## src/common/mdfm_pkg.sv

```systemverilog
// Constants and types of the motor driver fault manager
package mdfm_pkg;

   // ----------------------------------------------------------------
   // Timing
   // ----------------------------------------------------------------
   localparam int unsigned CLK_PERIOD_NS = 25;
   localparam int unsigned OC_DEGLITCH_NS = 2000;
   localparam int unsigned WAKE_DELAY_NS = 100000;
   localparam int unsigned RETRY_INTERVAL_NS = 4000000;
   localparam int unsigned SLEEP_ENTRY_NS = 1000000;
   localparam int unsigned OC_DEGLITCH_CYC =
      (OC_DEGLITCH_NS + CLK_PERIOD_NS - 1) / CLK_PERIOD_NS;
   localparam int unsigned WAKE_DELAY_CYC =
      (WAKE_DELAY_NS + CLK_PERIOD_NS - 1) / CLK_PERIOD_NS;
   localparam int unsigned RETRY_INTERVAL_CYC =
      (RETRY_INTERVAL_NS + CLK_PERIOD_NS - 1) / CLK_PERIOD_NS;
   localparam int unsigned SLEEP_ENTRY_CYC =
      (SLEEP_ENTRY_NS + CLK_PERIOD_NS - 1) / CLK_PERIOD_NS;

   // ----------------------------------------------------------------
   // Register indices, byte address is four times the index
   // ----------------------------------------------------------------
   localparam logic [5:0] IDX_FAULT_STATUS = 6'h00;
   localparam logic [5:0] IDX_CONTROL = 6'h09;
   localparam logic [5:0] IDX_RESPONSE = 6'h0c;

   // ----------------------------------------------------------------
   // Field positions
   // ----------------------------------------------------------------
   localparam int unsigned BIT_ANY_ERROR = 7;
   localparam int unsigned BIT_OC_FLAG = 4;
   localparam int unsigned BIT_BD_FLAG = 3;
   localparam int unsigned BIT_OT_FLAG = 2;
   localparam int unsigned BIT_POWER_ON = 1;
   localparam int unsigned BIT_BRIDGE_EN = 7;
   localparam int unsigned BIT_BD_EN = 6;
   localparam int unsigned BIT_CLEAR = 1;
   localparam int unsigned BIT_OC_SEL = 1;
   localparam int unsigned BIT_TH_SEL = 0;

   // ----------------------------------------------------------------
   // Reset values
   // ----------------------------------------------------------------
   localparam logic RST_BRIDGE_EN = 1'b0;
   localparam logic RST_BD_EN = 1'b1;
   localparam logic RST_OC_SEL = 1'b0;
   localparam logic RST_TH_SEL = 1'b0;

   // ----------------------------------------------------------------
   // Gate order: high A, low A, high B, low B
   // ----------------------------------------------------------------
   localparam logic [3:0] GATES_OFF = 4'h0;
   localparam logic [3:0] GATES_BRAKE = 4'ha;

   typedef enum logic [1:0] {
      ST_SLEEP,
      ST_STANDBY,
      ST_ACTIVE,
      ST_FAULT
   } mdfm_state_t;

endpackage : mdfm_pkg

```

## src/rtl/mdfm_top.sv

```systemverilog
// Fault and operating-mode manager of the H-bridge driver
`timescale 1ns/1ps
module mdfm_top #(
   parameter int unsigned RETRY_CYC = mdfm_pkg::RETRY_INTERVAL_CYC,
   parameter int unsigned SLEEP_CYC = mdfm_pkg::SLEEP_ENTRY_CYC,
   parameter int unsigned DEGLITCH_CYC = mdfm_pkg::OC_DEGLITCH_CYC,
   parameter int unsigned WAKE_CYC = mdfm_pkg::WAKE_DELAY_CYC
) (
   input wire logic clk_i,
   input wire logic rst_i,
   input wire logic supply_low_i,
   input wire logic sleep_pin_n_i,
   input wire logic [3:0] fet_limit_i,
   input wire logic [3:0] bridge_drive_i,
   input wire logic overtemp_i,
   input wire logic overtemp_cool_i,
   input wire logic backdrive_high_i,
   input wire logic brake_overcurrent_i,
   input wire logic wb_cyc_i,
   input wire logic wb_stb_i,
   input wire logic wb_we_i,
   input wire logic [7:0] wb_adr_i,
   input wire logic [3:0] wb_sel_i,
   input wire logic [31:0] wb_dat_i,
   output logic [31:0] wb_dat_o,
   output logic wb_ack_o,
   output logic [3:0] gate_o,
   output logic error_indicator_pin_n_o,
   output logic error_indicator_pin_n_oe_n_o,
   output logic active_mode_o,
   output logic sleep_mode_o,
   output logic fault_mode_o,
   output logic internal_enable_o
);
   localparam int unsigned RW = $clog2(RETRY_CYC + 1);

   mdfm_pkg::mdfm_state_t state_reg, state_next;
   logic lockout;
   logic logic_rst;
   logic [3:0] fet_trip;
   logic oc_trip;
   logic sleep_done;
   logic wake_done;
   logic [5:0] idx;
   logic [7:0] wr_data;
   logic wr;
   logic [7:0] rd_data;
   logic clr_pulse;
   logic bridge_en_reg;
   logic bd_en_reg;
   logic oc_sel_reg;
   logic th_sel_reg;
   logic oc_hold_reg;
   logic oc_flag_reg;
   logic ot_hold_reg;
   logic ot_flag_reg;
   logic marker_reg;
   logic [RW-1:0] retry_reg;
   logic brake_stop_reg;
   logic brake_next;
   logic brake_reg;
   logic bd_flag_reg;
   logic any_error_reg;
   logic fault_hold;
   logic [3:0] gate_reg;
   logic pin_oe_n_reg;
   logic pin_out_reg;
   logic active_reg;
   logic sleep_reg;
   logic fault_reg;
   logic internal_reg;

   assign lockout = rst_i || supply_low_i;
   assign logic_rst = lockout || (state_reg == mdfm_pkg::ST_SLEEP);
   assign fault_hold = oc_hold_reg || ot_hold_reg;

   // ----------------------------------------------------------------
   // Register bus
   // ----------------------------------------------------------------
   mdfm_wb_slave u_wb (
      .clk_i(clk_i),
      .rst_i(lockout),
      .wb_cyc_i(wb_cyc_i),
      .wb_stb_i(wb_stb_i),
      .wb_we_i(wb_we_i),
      .wb_adr_i(wb_adr_i),
      .wb_sel_i(wb_sel_i),
      .wb_dat_i(wb_dat_i),
      .rd_data_i(rd_data),
      .wb_dat_o(wb_dat_o),
      .wb_ack_o(wb_ack_o),
      .idx_o(idx),
      .wr_data_o(wr_data),
      .wr_o(wr)
   );

   assign clr_pulse = wr && (idx == mdfm_pkg::IDX_CONTROL)
      && wr_data[mdfm_pkg::BIT_CLEAR];

   always_comb begin
      rd_data = 8'h00;
      case (idx)
         mdfm_pkg::IDX_FAULT_STATUS: begin
            rd_data[mdfm_pkg::BIT_ANY_ERROR] = any_error_reg;
            rd_data[mdfm_pkg::BIT_OC_FLAG] = oc_flag_reg;
            rd_data[mdfm_pkg::BIT_BD_FLAG] = bd_flag_reg;
            rd_data[mdfm_pkg::BIT_OT_FLAG] = ot_flag_reg;
            rd_data[mdfm_pkg::BIT_POWER_ON] = marker_reg;
         end
         mdfm_pkg::IDX_CONTROL: begin
            rd_data[mdfm_pkg::BIT_BRIDGE_EN] = bridge_en_reg;
            rd_data[mdfm_pkg::BIT_BD_EN] = bd_en_reg;
         end
         mdfm_pkg::IDX_RESPONSE: begin
            rd_data[mdfm_pkg::BIT_OC_SEL] = oc_sel_reg;
            rd_data[mdfm_pkg::BIT_TH_SEL] = th_sel_reg;
         end
         default: begin
            rd_data = 8'h00;
         end
      endcase
   end

   // ----------------------------------------------------------------
   // Configuration bits
   // ----------------------------------------------------------------
   always_ff @(posedge clk_i) begin
      if (logic_rst) begin
         bridge_en_reg <= mdfm_pkg::RST_BRIDGE_EN;
         oc_sel_reg <= mdfm_pkg::RST_OC_SEL;
         th_sel_reg <= mdfm_pkg::RST_TH_SEL;
      end else if (wr && idx == mdfm_pkg::IDX_CONTROL) begin
         bridge_en_reg <= wr_data[mdfm_pkg::BIT_BRIDGE_EN];
      end else if (wr && idx == mdfm_pkg::IDX_RESPONSE) begin
         oc_sel_reg <= wr_data[mdfm_pkg::BIT_OC_SEL];
         th_sel_reg <= wr_data[mdfm_pkg::BIT_TH_SEL];
      end
   end

   // Back-drive enable survives sleep, only lockout restores it
   always_ff @(posedge clk_i) begin
      if (lockout) begin
         bd_en_reg <= mdfm_pkg::RST_BD_EN;
      end else if (wr && idx == mdfm_pkg::IDX_CONTROL) begin
         bd_en_reg <= wr_data[mdfm_pkg::BIT_BD_EN];
      end
   end

   // ----------------------------------------------------------------
   // Sleep and wake qualification
   // ----------------------------------------------------------------
   mdfm_qualify #(.LIMIT(SLEEP_CYC)) u_sleep_q (
      .clk_i(clk_i),
      .rst_i(lockout),
      .cond_i(!sleep_pin_n_i),
      .done_o(sleep_done)
   );

   mdfm_qualify #(.LIMIT(WAKE_CYC)) u_wake_q (
      .clk_i(clk_i),
      .rst_i(lockout),
      .cond_i(sleep_pin_n_i),
      .done_o(wake_done)
   );

   // ----------------------------------------------------------------
   // Overcurrent: one deglitch filter per FET
   // ----------------------------------------------------------------
   for (genvar g = 0; g < 4; g++) begin : g_fet
      mdfm_qualify #(.LIMIT(DEGLITCH_CYC)) u_oc_q (
         .clk_i(clk_i),
         .rst_i(logic_rst),
         .cond_i(fet_limit_i[g]),
         .done_o(fet_trip[g])
      );
   end
   assign oc_trip = |fet_trip;

   always_ff @(posedge clk_i) begin
      if (logic_rst) begin
         oc_hold_reg <= 1'b0;
         retry_reg <= '0;
      end else if (oc_trip && !oc_hold_reg) begin
         oc_hold_reg <= 1'b1;
         retry_reg <= RW'(RETRY_CYC - 1);
      end else if (oc_hold_reg && oc_sel_reg) begin
         if (retry_reg == '0) begin
            oc_hold_reg <= 1'b0;
         end else begin
            retry_reg <= retry_reg - RW'(1);
         end
      end else if (oc_hold_reg && clr_pulse) begin
         oc_hold_reg <= 1'b0;
      end
   end

   // Hardware set wins over a clear in the same cycle
   always_ff @(posedge clk_i) begin
      if (logic_rst) begin
         oc_flag_reg <= 1'b0;
      end else if (oc_trip) begin
         oc_flag_reg <= 1'b1;
      end else if (clr_pulse) begin
         oc_flag_reg <= 1'b0;
      end
   end

   // ----------------------------------------------------------------
   // Thermal shutdown
   // ----------------------------------------------------------------
   always_ff @(posedge clk_i) begin
      if (logic_rst) begin
         ot_hold_reg <= 1'b0;
      end else if (overtemp_i) begin
         ot_hold_reg <= 1'b1;
      end else if (th_sel_reg && overtemp_cool_i) begin
         ot_hold_reg <= 1'b0;
      end else if (!th_sel_reg && clr_pulse) begin
         ot_hold_reg <= 1'b0;
      end
   end

   always_ff @(posedge clk_i) begin
      if (logic_rst) begin
         ot_flag_reg <= 1'b0;
      end else if (overtemp_i) begin
         ot_flag_reg <= 1'b1;
      end else if (clr_pulse) begin
         ot_flag_reg <= 1'b0;
      end
   end

   // Marker low from lockout release until the first clear
   always_ff @(posedge clk_i) begin
      if (lockout) begin
         marker_reg <= 1'b0;
      end else if (clr_pulse) begin
         marker_reg <= 1'b1;
      end
   end

   // ----------------------------------------------------------------
   // Operating mode
   // ----------------------------------------------------------------
   always_comb begin
      state_next = state_reg;
      case (state_reg)
         mdfm_pkg::ST_SLEEP: begin
            if (wake_done) begin
               state_next = mdfm_pkg::ST_STANDBY;
            end
         end
         mdfm_pkg::ST_STANDBY, mdfm_pkg::ST_ACTIVE: begin
            if (fault_hold) begin
               state_next = mdfm_pkg::ST_FAULT;
            end else if (bridge_en_reg) begin
               state_next = mdfm_pkg::ST_ACTIVE;
            end else begin
               state_next = mdfm_pkg::ST_STANDBY;
            end
         end
         mdfm_pkg::ST_FAULT: begin
            if (!fault_hold) begin
               state_next = mdfm_pkg::ST_STANDBY;
            end
         end
         default: begin
            state_next = mdfm_pkg::ST_SLEEP;
         end
      endcase
      if (sleep_done) begin
         state_next = mdfm_pkg::ST_SLEEP;
      end
   end

   always_ff @(posedge clk_i) begin
      if (lockout) begin
         state_reg <= mdfm_pkg::ST_SLEEP;
      end else begin
         state_reg <= state_next;
      end
   end

   // ----------------------------------------------------------------
   // Back-drive braking
   // ----------------------------------------------------------------
   assign brake_next = !lockout && bd_en_reg && backdrive_high_i
      && !brake_stop_reg
      && (state_next != mdfm_pkg::ST_ACTIVE);

   // High-current stop holds until the back-drive ends
   always_ff @(posedge clk_i) begin
      if (lockout || !backdrive_high_i) begin
         brake_stop_reg <= 1'b0;
      end else if (brake_reg && brake_overcurrent_i) begin
         brake_stop_reg <= 1'b1;
      end
   end

   // ----------------------------------------------------------------
   // Outputs
   // ----------------------------------------------------------------
   always_ff @(posedge clk_i) begin
      if (lockout) begin
         gate_reg <= mdfm_pkg::GATES_OFF;
         brake_reg <= 1'b0;
         bd_flag_reg <= 1'b0;
      end else begin
         brake_reg <= brake_next;
         bd_flag_reg <= brake_next
            && (state_next != mdfm_pkg::ST_SLEEP);
         if (brake_next) begin
            gate_reg <= mdfm_pkg::GATES_BRAKE;
         end else if (state_next == mdfm_pkg::ST_ACTIVE && !oc_trip) begin
            gate_reg <= bridge_drive_i;
         end else begin
            gate_reg <= mdfm_pkg::GATES_OFF;
         end
      end
   end

   always_ff @(posedge clk_i) begin
      if (lockout) begin
         any_error_reg <= 1'b0;
         pin_oe_n_reg <= 1'b0;
      end else begin
         any_error_reg <= (state_next == mdfm_pkg::ST_FAULT);
         pin_oe_n_reg <= (state_next != mdfm_pkg::ST_FAULT);
      end
   end

   // Open-drain: the driven level is always low
   always_ff @(posedge clk_i) begin
      if (lockout) begin
         pin_out_reg <= 1'b0;
      end else begin
         pin_out_reg <= 1'b0;
      end
   end

   always_ff @(posedge clk_i) begin
      if (lockout) begin
         active_reg <= 1'b0;
         sleep_reg <= 1'b1;
         fault_reg <= 1'b0;
         internal_reg <= 1'b0;
      end else begin
         active_reg <= (state_next == mdfm_pkg::ST_ACTIVE);
         sleep_reg <= (state_next == mdfm_pkg::ST_SLEEP);
         fault_reg <= (state_next == mdfm_pkg::ST_FAULT);
         internal_reg <= (state_next != mdfm_pkg::ST_SLEEP)
            && !brake_next;
      end
   end

   assign gate_o = gate_reg;
   assign error_indicator_pin_n_o = pin_out_reg;
   assign error_indicator_pin_n_oe_n_o = pin_oe_n_reg;
   assign active_mode_o = active_reg;
   assign sleep_mode_o = sleep_reg;
   assign fault_mode_o = fault_reg;
   assign internal_enable_o = internal_reg;
endmodule : mdfm_top

```

## src/rtl/mdfm_qualify.sv

```systemverilog
// Level qualifier: reports a condition held for a number of cycles
`timescale 1ns/1ps
module mdfm_qualify #(
   parameter int unsigned LIMIT = 4,
   parameter int unsigned W = $clog2(LIMIT + 1)
) (
   input wire logic clk_i,
   input wire logic rst_i,
   input wire logic cond_i,
   output logic done_o
);
   logic [W-1:0] cnt_reg;

   // ----------------------------------------------------------------
   // Saturating hold counter
   // ----------------------------------------------------------------
   always_ff @(posedge clk_i) begin
      if (rst_i || !cond_i) begin
         cnt_reg <= '0;
      end else if (cnt_reg != W'(LIMIT)) begin
         cnt_reg <= cnt_reg + W'(1);
      end
   end

   assign done_o = (cnt_reg == W'(LIMIT));

endmodule : mdfm_qualify

```

## src/rtl/mdfm_wb_slave.sv

```systemverilog
// Classic Wishbone slave front end for the byte-wide registers
`timescale 1ns/1ps
module mdfm_wb_slave (
   input wire logic clk_i,
   input wire logic rst_i,
   input wire logic wb_cyc_i,
   input wire logic wb_stb_i,
   input wire logic wb_we_i,
   input wire logic [7:0] wb_adr_i,
   input wire logic [3:0] wb_sel_i,
   input wire logic [31:0] wb_dat_i,
   input wire logic [7:0] rd_data_i,
   output logic [31:0] wb_dat_o,
   output logic wb_ack_o,
   output logic [5:0] idx_o,
   output logic [7:0] wr_data_o,
   output logic wr_o
);
   logic ack_reg;
   logic [31:0] dat_reg;

   // ----------------------------------------------------------------
   // One wait state, ack for one cycle, data latched with it
   // ----------------------------------------------------------------
   always_ff @(posedge clk_i) begin
      if (rst_i) begin
         ack_reg <= 1'b0;
         dat_reg <= 32'h0000_0000;
      end else begin
         ack_reg <= wb_cyc_i && wb_stb_i && !ack_reg;
         if (wb_cyc_i && wb_stb_i && !ack_reg) begin
            dat_reg <= {24'h00_0000, rd_data_i};
         end
      end
   end

   assign wb_ack_o = ack_reg;
   assign wb_dat_o = dat_reg;
   assign idx_o = wb_adr_i[7:2];
   assign wr_data_o = wb_dat_i[7:0];
   // Write lands on the edge where the master samples ack
   assign wr_o = wb_cyc_i && wb_stb_i && wb_we_i && wb_sel_i[0] && ack_reg;
endmodule : mdfm_wb_slave

```

## config.mk

```make
export PLATFORM = sky130hd
export DESIGN_NAME = mdfm_top
export DESIGN_NICKNAME = d
export VERILOG_FILES = /design/src/common/mdfm_pkg.sv /design/src/rtl/mdfm_top.sv /design/src/rtl/mdfm_qualify.sv /design/src/rtl/mdfm_wb_slave.sv
export SDC_FILE = /design/constraint.sdc
export NUM_CORES = 1
export LEC_CHECK = 0
export BUFFER_PORTS_ARGS = -buffer_cell sky130_fd_sc_hd__buf_2
export CORE_UTILIZATION = 43
export DETAILED_ROUTE_END_ITERATION = 12
export PLACE_DENSITY = 0.68
export SETUP_SLACK_MARGIN = 0.3
export SYNTH_ARGS = -nofsm -noshare
export SYNTH_HDL_FRONTEND = slang
export SYNTH_SLANG_ARGS = --single-unit
```

## constraint.sdc

```tcl
create_clock -name clk_i -period 2.1 [get_ports clk_i]
set_clock_uncertainty 0.1 [all_clocks]
set_input_delay 0.42 -clock clk_i [delete_from_list [all_inputs] [get_ports clk_i]]
set_output_delay 0.42 -clock clk_i [all_outputs]
set_load 0.01 [all_outputs]
```

==> results of run 1 <==
## per-stage QoR
stage	setup TNS, ps	area, µm²	util (%)
after floorplan	-221	4870	-
after global placement	-427	5220	49.7
after detailed placement	-642	5220	49.7
after CTS	-767	5690	54.1
after global routing	-1860	5940	56.5
final	-808	5940	56.5
## kinds of logic after synthesis
| family | synth area share, % |
|---|---|
| AOI/OAI and AO/OA | 7.55 |
| xor gates and xnor gates | 11.8 |
| adders and majority gates | 4.23 |
| buffers and inverters | 6.74 |
| DFF | 44.4 |
| muxes | 0.423 |
| other | 0.0792 |
| and+or+nand+nor | 24.8 |
## timing repair
item                                    4_1_cts  5_1_grt
endpoints found under the setup margin       28       39
resized for setup                            43       42
buffers inserted                             11       12
pin swaps                                    22       17
## power by group through the flow
stage / registers [W] / clock network [W] / logic (W)
after floorplan: 0.00205 / 0 / 0.0000858
after global placement: 0.00205 / 0 / 0.0000946
after detailed placement: 0.00204 / 0 / 0.0000978
after CTS: 0.00200 / 0.00126 / 0.000104
after global routing: 0.00200 / 0.00133 / 0.000122
final: 0.00200 / 0.00122 / 0.000110
## critical path, delay by kind of cell (launching register included)
kind / cells / cell delay [ps]
AND/OR/NAND/NOR: 3 / 1060
AO/OA/AOI/OAI: 3 / 550
flip-flops: 1 / 330
buffers and inverters: 1 / 150
## worst max path at each step
stage | start | to | cells past startpoint
finish | retry_reg[9] | retry_reg[1] | 7
global route | retry_reg[9] | retry_reg[1] | 7
CTS | retry_reg[9] | retry_reg[2] | 6
detailed placement | retry_reg[9] | retry_reg[5] | 6
global placement | retry_reg[9] | retry_reg[5] | 6
floorplan | retry_reg[9] | retry_reg[3] | 6
## cell type report
cell class                      instances  area [µm²]  area share (%)
Multi-Input combinational cell        405        2740            46.2
Sequential cell                       105        2120            35.7
Timing Repair Buffer                   93         626            10.5
Tap cell                              136         170            2.86
Clock buffer                           11         131            2.21
Inverter                               24        92.6            1.56
Clock inverter                          5        56.3           0.948
## per-layer routing
layer	wire (µm)	track usage (%)	vias to the layer above
li1	-	-	1966
met1	4360	20.8	1833
met2	5080	31.3	65
met3	449	5.41	17
met4	190	6.85	0
met5	0	0	-
## placed cells by master (no fill, tap or decap), types with 4 or more instances in the layout
cell,n
xnor2_1,35
and3_1,13
buf_6,8
nor2_1,91
buf_4,38
xor2_1,25
nor2_4,4
inv_2,6
o21ai_0,4
conb_1,26
or3_1,4
nor3_1,5
o21ai_1,8
a21oi_1,22
nor2_2,4
dfxtp_2,14
nand2_1,31
nand2_2,4
inv_1,17
buf_2,46
dfxtp_1,91
clkbuf_8,9
ha_1,13
nand4_1,6
nand3_1,37
==> flow_summary.json, run 1 <==
{
  "yosysUniqueCellTypes": 50,
  "crit_path_end_kind": "flip-flop",
  "avgSynthCellArea_um2": 8.71,
  "vias": 3881,
  "cpMostUsedCell": "or4_4",
  "rsz0062_at_grt": "yes",
  "gp_congestion": 0.768,
  "max_cap_violations": 0,
  "yosys.area.top_type_share_pct": 44.4,
  "switching_share_pct": 22.4,
  "worst_pin_slew_ps": 548,
  "row_count": 37,
  "hold_depth": 2,
  "clkPwrFrac_pct": 36.7,
  "criticalPathCategory": "reg2reg",
  "synth_flop_cell": "dfxtp_1",
  "die_x_um": 107,
  "cpPeakStageDelay_ps": 530,
  "via_per_inst": 4.98,
  "synth.cell_area_mm2": 0.00474,
  "hold_end": "gate_o[1]",
  "portBuffers": 46,
  "post-place-cells": 740,
  "worst_setup_path_start_kind": "flip-flop",
  "final_antenna_net_count": 0,
  "grt_usage_pct": 18.1,
  "reg2reg_slack_ps": -150,
  "ys_seq_area_share_pct": 44.4,
  "io_pins": 106,
  "timing.rr.start": "retry_reg[9]",
  "setup_slack_ps": -150,
  "numCtsBuffers": 9,
  "diodes": 0,
  "synth_edf_count": 0,
  "total_power_w": 0.00333,
  "reg2reg_to": "retry_reg[1]",
  "nNetsFinal": 717,
  "crit_arrival_ps": 2480,
  "final_hold_viol_count": 0,
  "finalWirelength_um": 10100,
  "synth.most_common_cell": "dfxtp_1",
  "violations": "negative setup slack",
  "grt_pass1_vias": 3695,
  "p_seq_share_pct": 60.0,
  "hp-start": "bridge_drive_i[1]",
  "firstDrtPassIters": 4,
  "cp.required_ps": 2330,
  "drc": 0,
  "drt-wirelength-per-cell_um": 12.9,
  "largest_reg_flops": 28,
  "netlist_top_cells_count": "dfxtp_1, nor2_1, nand3_1",
  "pre_cts_slack_ps": -121,
  "combPwrFrac_pct": 3.3,
  "hold_ws_ps": 140,
  "place_hpwl_um": 6860,
  "reg2regPathDepth": 7,
  "holdBufCountCts": 0,
  "vdd_drop_max_v": 0.000433,
  "synth.area.top_cells": "dfxtp_1, nor2_1, xnor2_1",
  "drtIter0Drc": 122,
  "setup-violations-final": 11,
  "status": "finished, violations left",
  "cts.reportedPaths.clkPinSlew_ps": 100,
  "gr-total-overflow": 0,
  "slowest_stage": "or4_4",
  "slew_viol_final": 0,
  "power_density_mw_per_mm2": 561,
  "hold_class": "in2reg",
  "drive_gt1_share_pct": 28.3,
  "initial_core_util_pct": 45.1,
  "instances_no_fill": 779,
  "cts_tree": "done",
  "dieHeight_um": 107,
  "grt_pass1_wl_um": 16500,
  "grt_max_degree": 19,
  "clock-root-buffer": "clkbuf_8",
  "clock.fmax_mhz": 444,
  "clkLatencyLatePin_ps": 370,
  "fill_cells": 915,
  "p_int_w": 0.00258,
  "relSlewSlack_pct": 63.4,
  "power.switching_w": 0.000745,
  "coreArea_mm2": 0.0105,
  "period_share_pct": 107,
  "clockBufferDepth": 2,
  "ys_seq_elements": 105,
  "cp_max_fo": 4,
  "yosysTopAreaCell": "dfxtp_1",
  "antenna_found_initial": 0,
  "clock-sinks": 105,
  "syn_inst": 544,
  "synth_warnings": 0,
  "dieArea_mm2": 0.0114,
  "cts_htree_levels": 3,
  "async_flop_share_pct": 0,
  "area_delta_synth_final_pct": 25.4,
  "post-route-min-period_ps": 2250,
  "p_leak_nw": 2.23,
  "cp_cell_sequence": "or4_4, or4_4, o311a_4, buf_4, a21oi_2, o21ai_2, nand2_1"
}
Note: power is estimated with default switching activity, not from simulation.
==> inputs of run 2 (changes only) <==
- CELL_PAD_IN_SITES_DETAIL_PLACEMENT: not set -> 1
- CELL_PAD_IN_SITES_GLOBAL_PLACEMENT: not set -> 2
- CORE_UTILIZATION: 43 -> 29
- PLACE_DENSITY: 0.68 -> 0.76
==> run 2 against run 1 <==
Net effect:
- sequential power hardly changed
- sequential share of layout area down 1.2 points
- critical path depth fell by 1
- largest cell class unchanged
- the run still ends with negative setup slack left
- total power increased by 16%
- flip-flop and latch count is the same
- critical path type unchanged
==> flow_summary.json, run 2 (synthesis gave the netlist of run 1 again) <==
{
  "diodes": 0,
  "combPwrFrac_pct": 3.1,
  "crit_arrival_ps": 2360,
  "worst_pin_slew_ps": 602,
  "grt_pass1_vias": 4182,
  "clock-root-buffer": "clkbuf_16",
  "status": "finished, violations left",
  "slew_viol_final": 0,
  "largest_reg_flops": 28,
  "p_leak_nw": 2.30,
  "final_antenna_net_count": 0,
  "violations": "negative setup slack",
  "total_power_w": 0.00385,
  "post-route-min-period_ps": 2230,
  "initial_core_util_pct": 29.7,
  "cp_max_fo": 5,
  "p_seq_share_pct": 51.8,
  "gr-total-overflow": 0,
  "clockBufferDepth": 2,
  "relSlewSlack_pct": 59.9,
  "clkPwrFrac_pct": 45.1,
  "finalWirelength_um": 12000,
  "dieArea_mm2": 0.0168,
  "hold_class": "in2reg",
  "p_int_w": 0.00303,
  "clkLatencyLatePin_ps": 350,
  "drt-wirelength-per-cell_um": 14.0,
  "power.switching_w": 0.000821,
  "cp.required_ps": 2230,
  "io_pins": 106,
  "criticalPathCategory": "reg2reg",
  "pre_cts_slack_ps": -168,
  "die_x_um": 130,
  "final_hold_viol_count": 0,
  "cts.reportedPaths.clkPinSlew_ps": 70,
  "cts_tree": "done",
  "setup-violations-final": 12,
  "row_count": 46,
  "cts_htree_levels": 3,
  "fill_cells": 1880,
  "holdBufCountCts": 0,
  "drc": 0,
  "portBuffers": 46,
  "final_cell_mix": "dfxtp_1, nor2_1, buf_2",
  "period_share_pct": 106,
  "drtIter0Drc": 101,
  "setup_slack_ps": -127,
  "area_delta_synth_final_pct": 30.1,
  "switching_share_pct": 21.3,
  "worst_setup_path_start_kind": "flip-flop",
  "vdd_drop_max_v": 0.000367,
  "crit_path_end_kind": "flip-flop",
  "reg2reg_slack_ps": -130,
  "gp_congestion": 0.772,
  "antenna_found_initial": 0,
  "via_per_inst": 4.59,
  "numCtsBuffers": 9,
  "dieHeight_um": 130,
  "grt_pass1_wl_um": 20000,
  "firstDrtPassIters": 4,
  "coreArea_mm2": 0.0159,
  "clock.fmax_mhz": 449,
  "grt_max_degree": 19,
  "vias": 3942,
  "setup_tns_ps": -617,
  "clock-sinks": 105,
  "nNetsFinal": 717,
  "power_density_mw_per_mm2": 625,
  "drive_gt1_share_pct": 27.5,
  "place_hpwl_um": 8610,
  "grt_usage_pct": 15.2,
  "rsz0062_at_grt": "yes",
  "final_common_cell": "dfxtp_1",
  "max_cap_violations": 0
}
-- run 2: final cells by class --
| class | count | area [µm²] | area share (%) |
|---|---|---|---|
| clock buffers | 13 | 260 | 4.22 |
| repair buffers | 93 | 618 | 10.0 |
| clock inverters | 3 | 46.3 | 0.751 |
| multi-input cells | 405 | 2750 | 44.7 |
| inverters | 24 | 90.1 | 1.46 |
| flip-flops and latches | 105 | 2130 | 34.5 |
| well taps | 216 | 270 | 4.38 |
-- run 2: power by group through the flow --
stage	combinational, W	sequential, W	clock (W)
after detailed placement	0.000101	0.00205	0
after global routing	0.000131	0.00199	0.00189
after CTS	0.000108	0.00199	0.00180
after global placement	0.0000976	0.00205	0
final	0.000119	0.00199	0.00174
after floorplan	0.0000858	0.00205	0
-- run 2: what timing repair did --
item / 4_1_cts / 5_1_grt
pin swaps: 23 / 21
resized for setup: 45 / 41
endpoints found under the setup margin: 31 / 42
setup buffers: 11 / 8
-- run 2: worst paths after layout --
path / cells after the start / end / from
worst min register to register: 2 / u_wb.wb_dat_o[6] / u_wb.wb_dat_o[6]
worst max register to register: 6 / retry_reg[2] / retry_reg[9]
worst max-delay path: 6 / retry_reg[2] / retry_reg[9]
worst min-delay path: 2 / gate_o[1] / bridge_drive_i[1]
-- run 2: critical path: stages, from the launching register on --
cell	delay, ps
dfxtp_2	320
or4_4	520
or4_4	470
o311a_4	370
nand2_2	80
xor2_1	150
o21ai_1	80
-- run 2: metrics by stage --
stage,cells,hold WS (ps),utilization (%),cell area [µm²]
5_1_grt,859,156,38.7,6160
3_3_place_gp,824,346,33.6,5350
4_1_cts,851,157,37.3,5950
6_report,859,172,38.7,6160
2_1_floorplan,569,328,-,4870
3_5_place_dp,824,355,33.6,5350
-- run 2: layer usage --
| layer | GRT usage (%) | wire length, µm | up-vias |
|---|---|---|---|
| met2 | 28.4 | 6450 | 37 |
| met5 | 0 | 0 | - |
| li1 | - | - | 1964 |
| met1 | 16.4 | 5000 | 1932 |
| met3 | 4.96 | 468 | 9 |
| met4 | 3.97 | 112 | 0 |
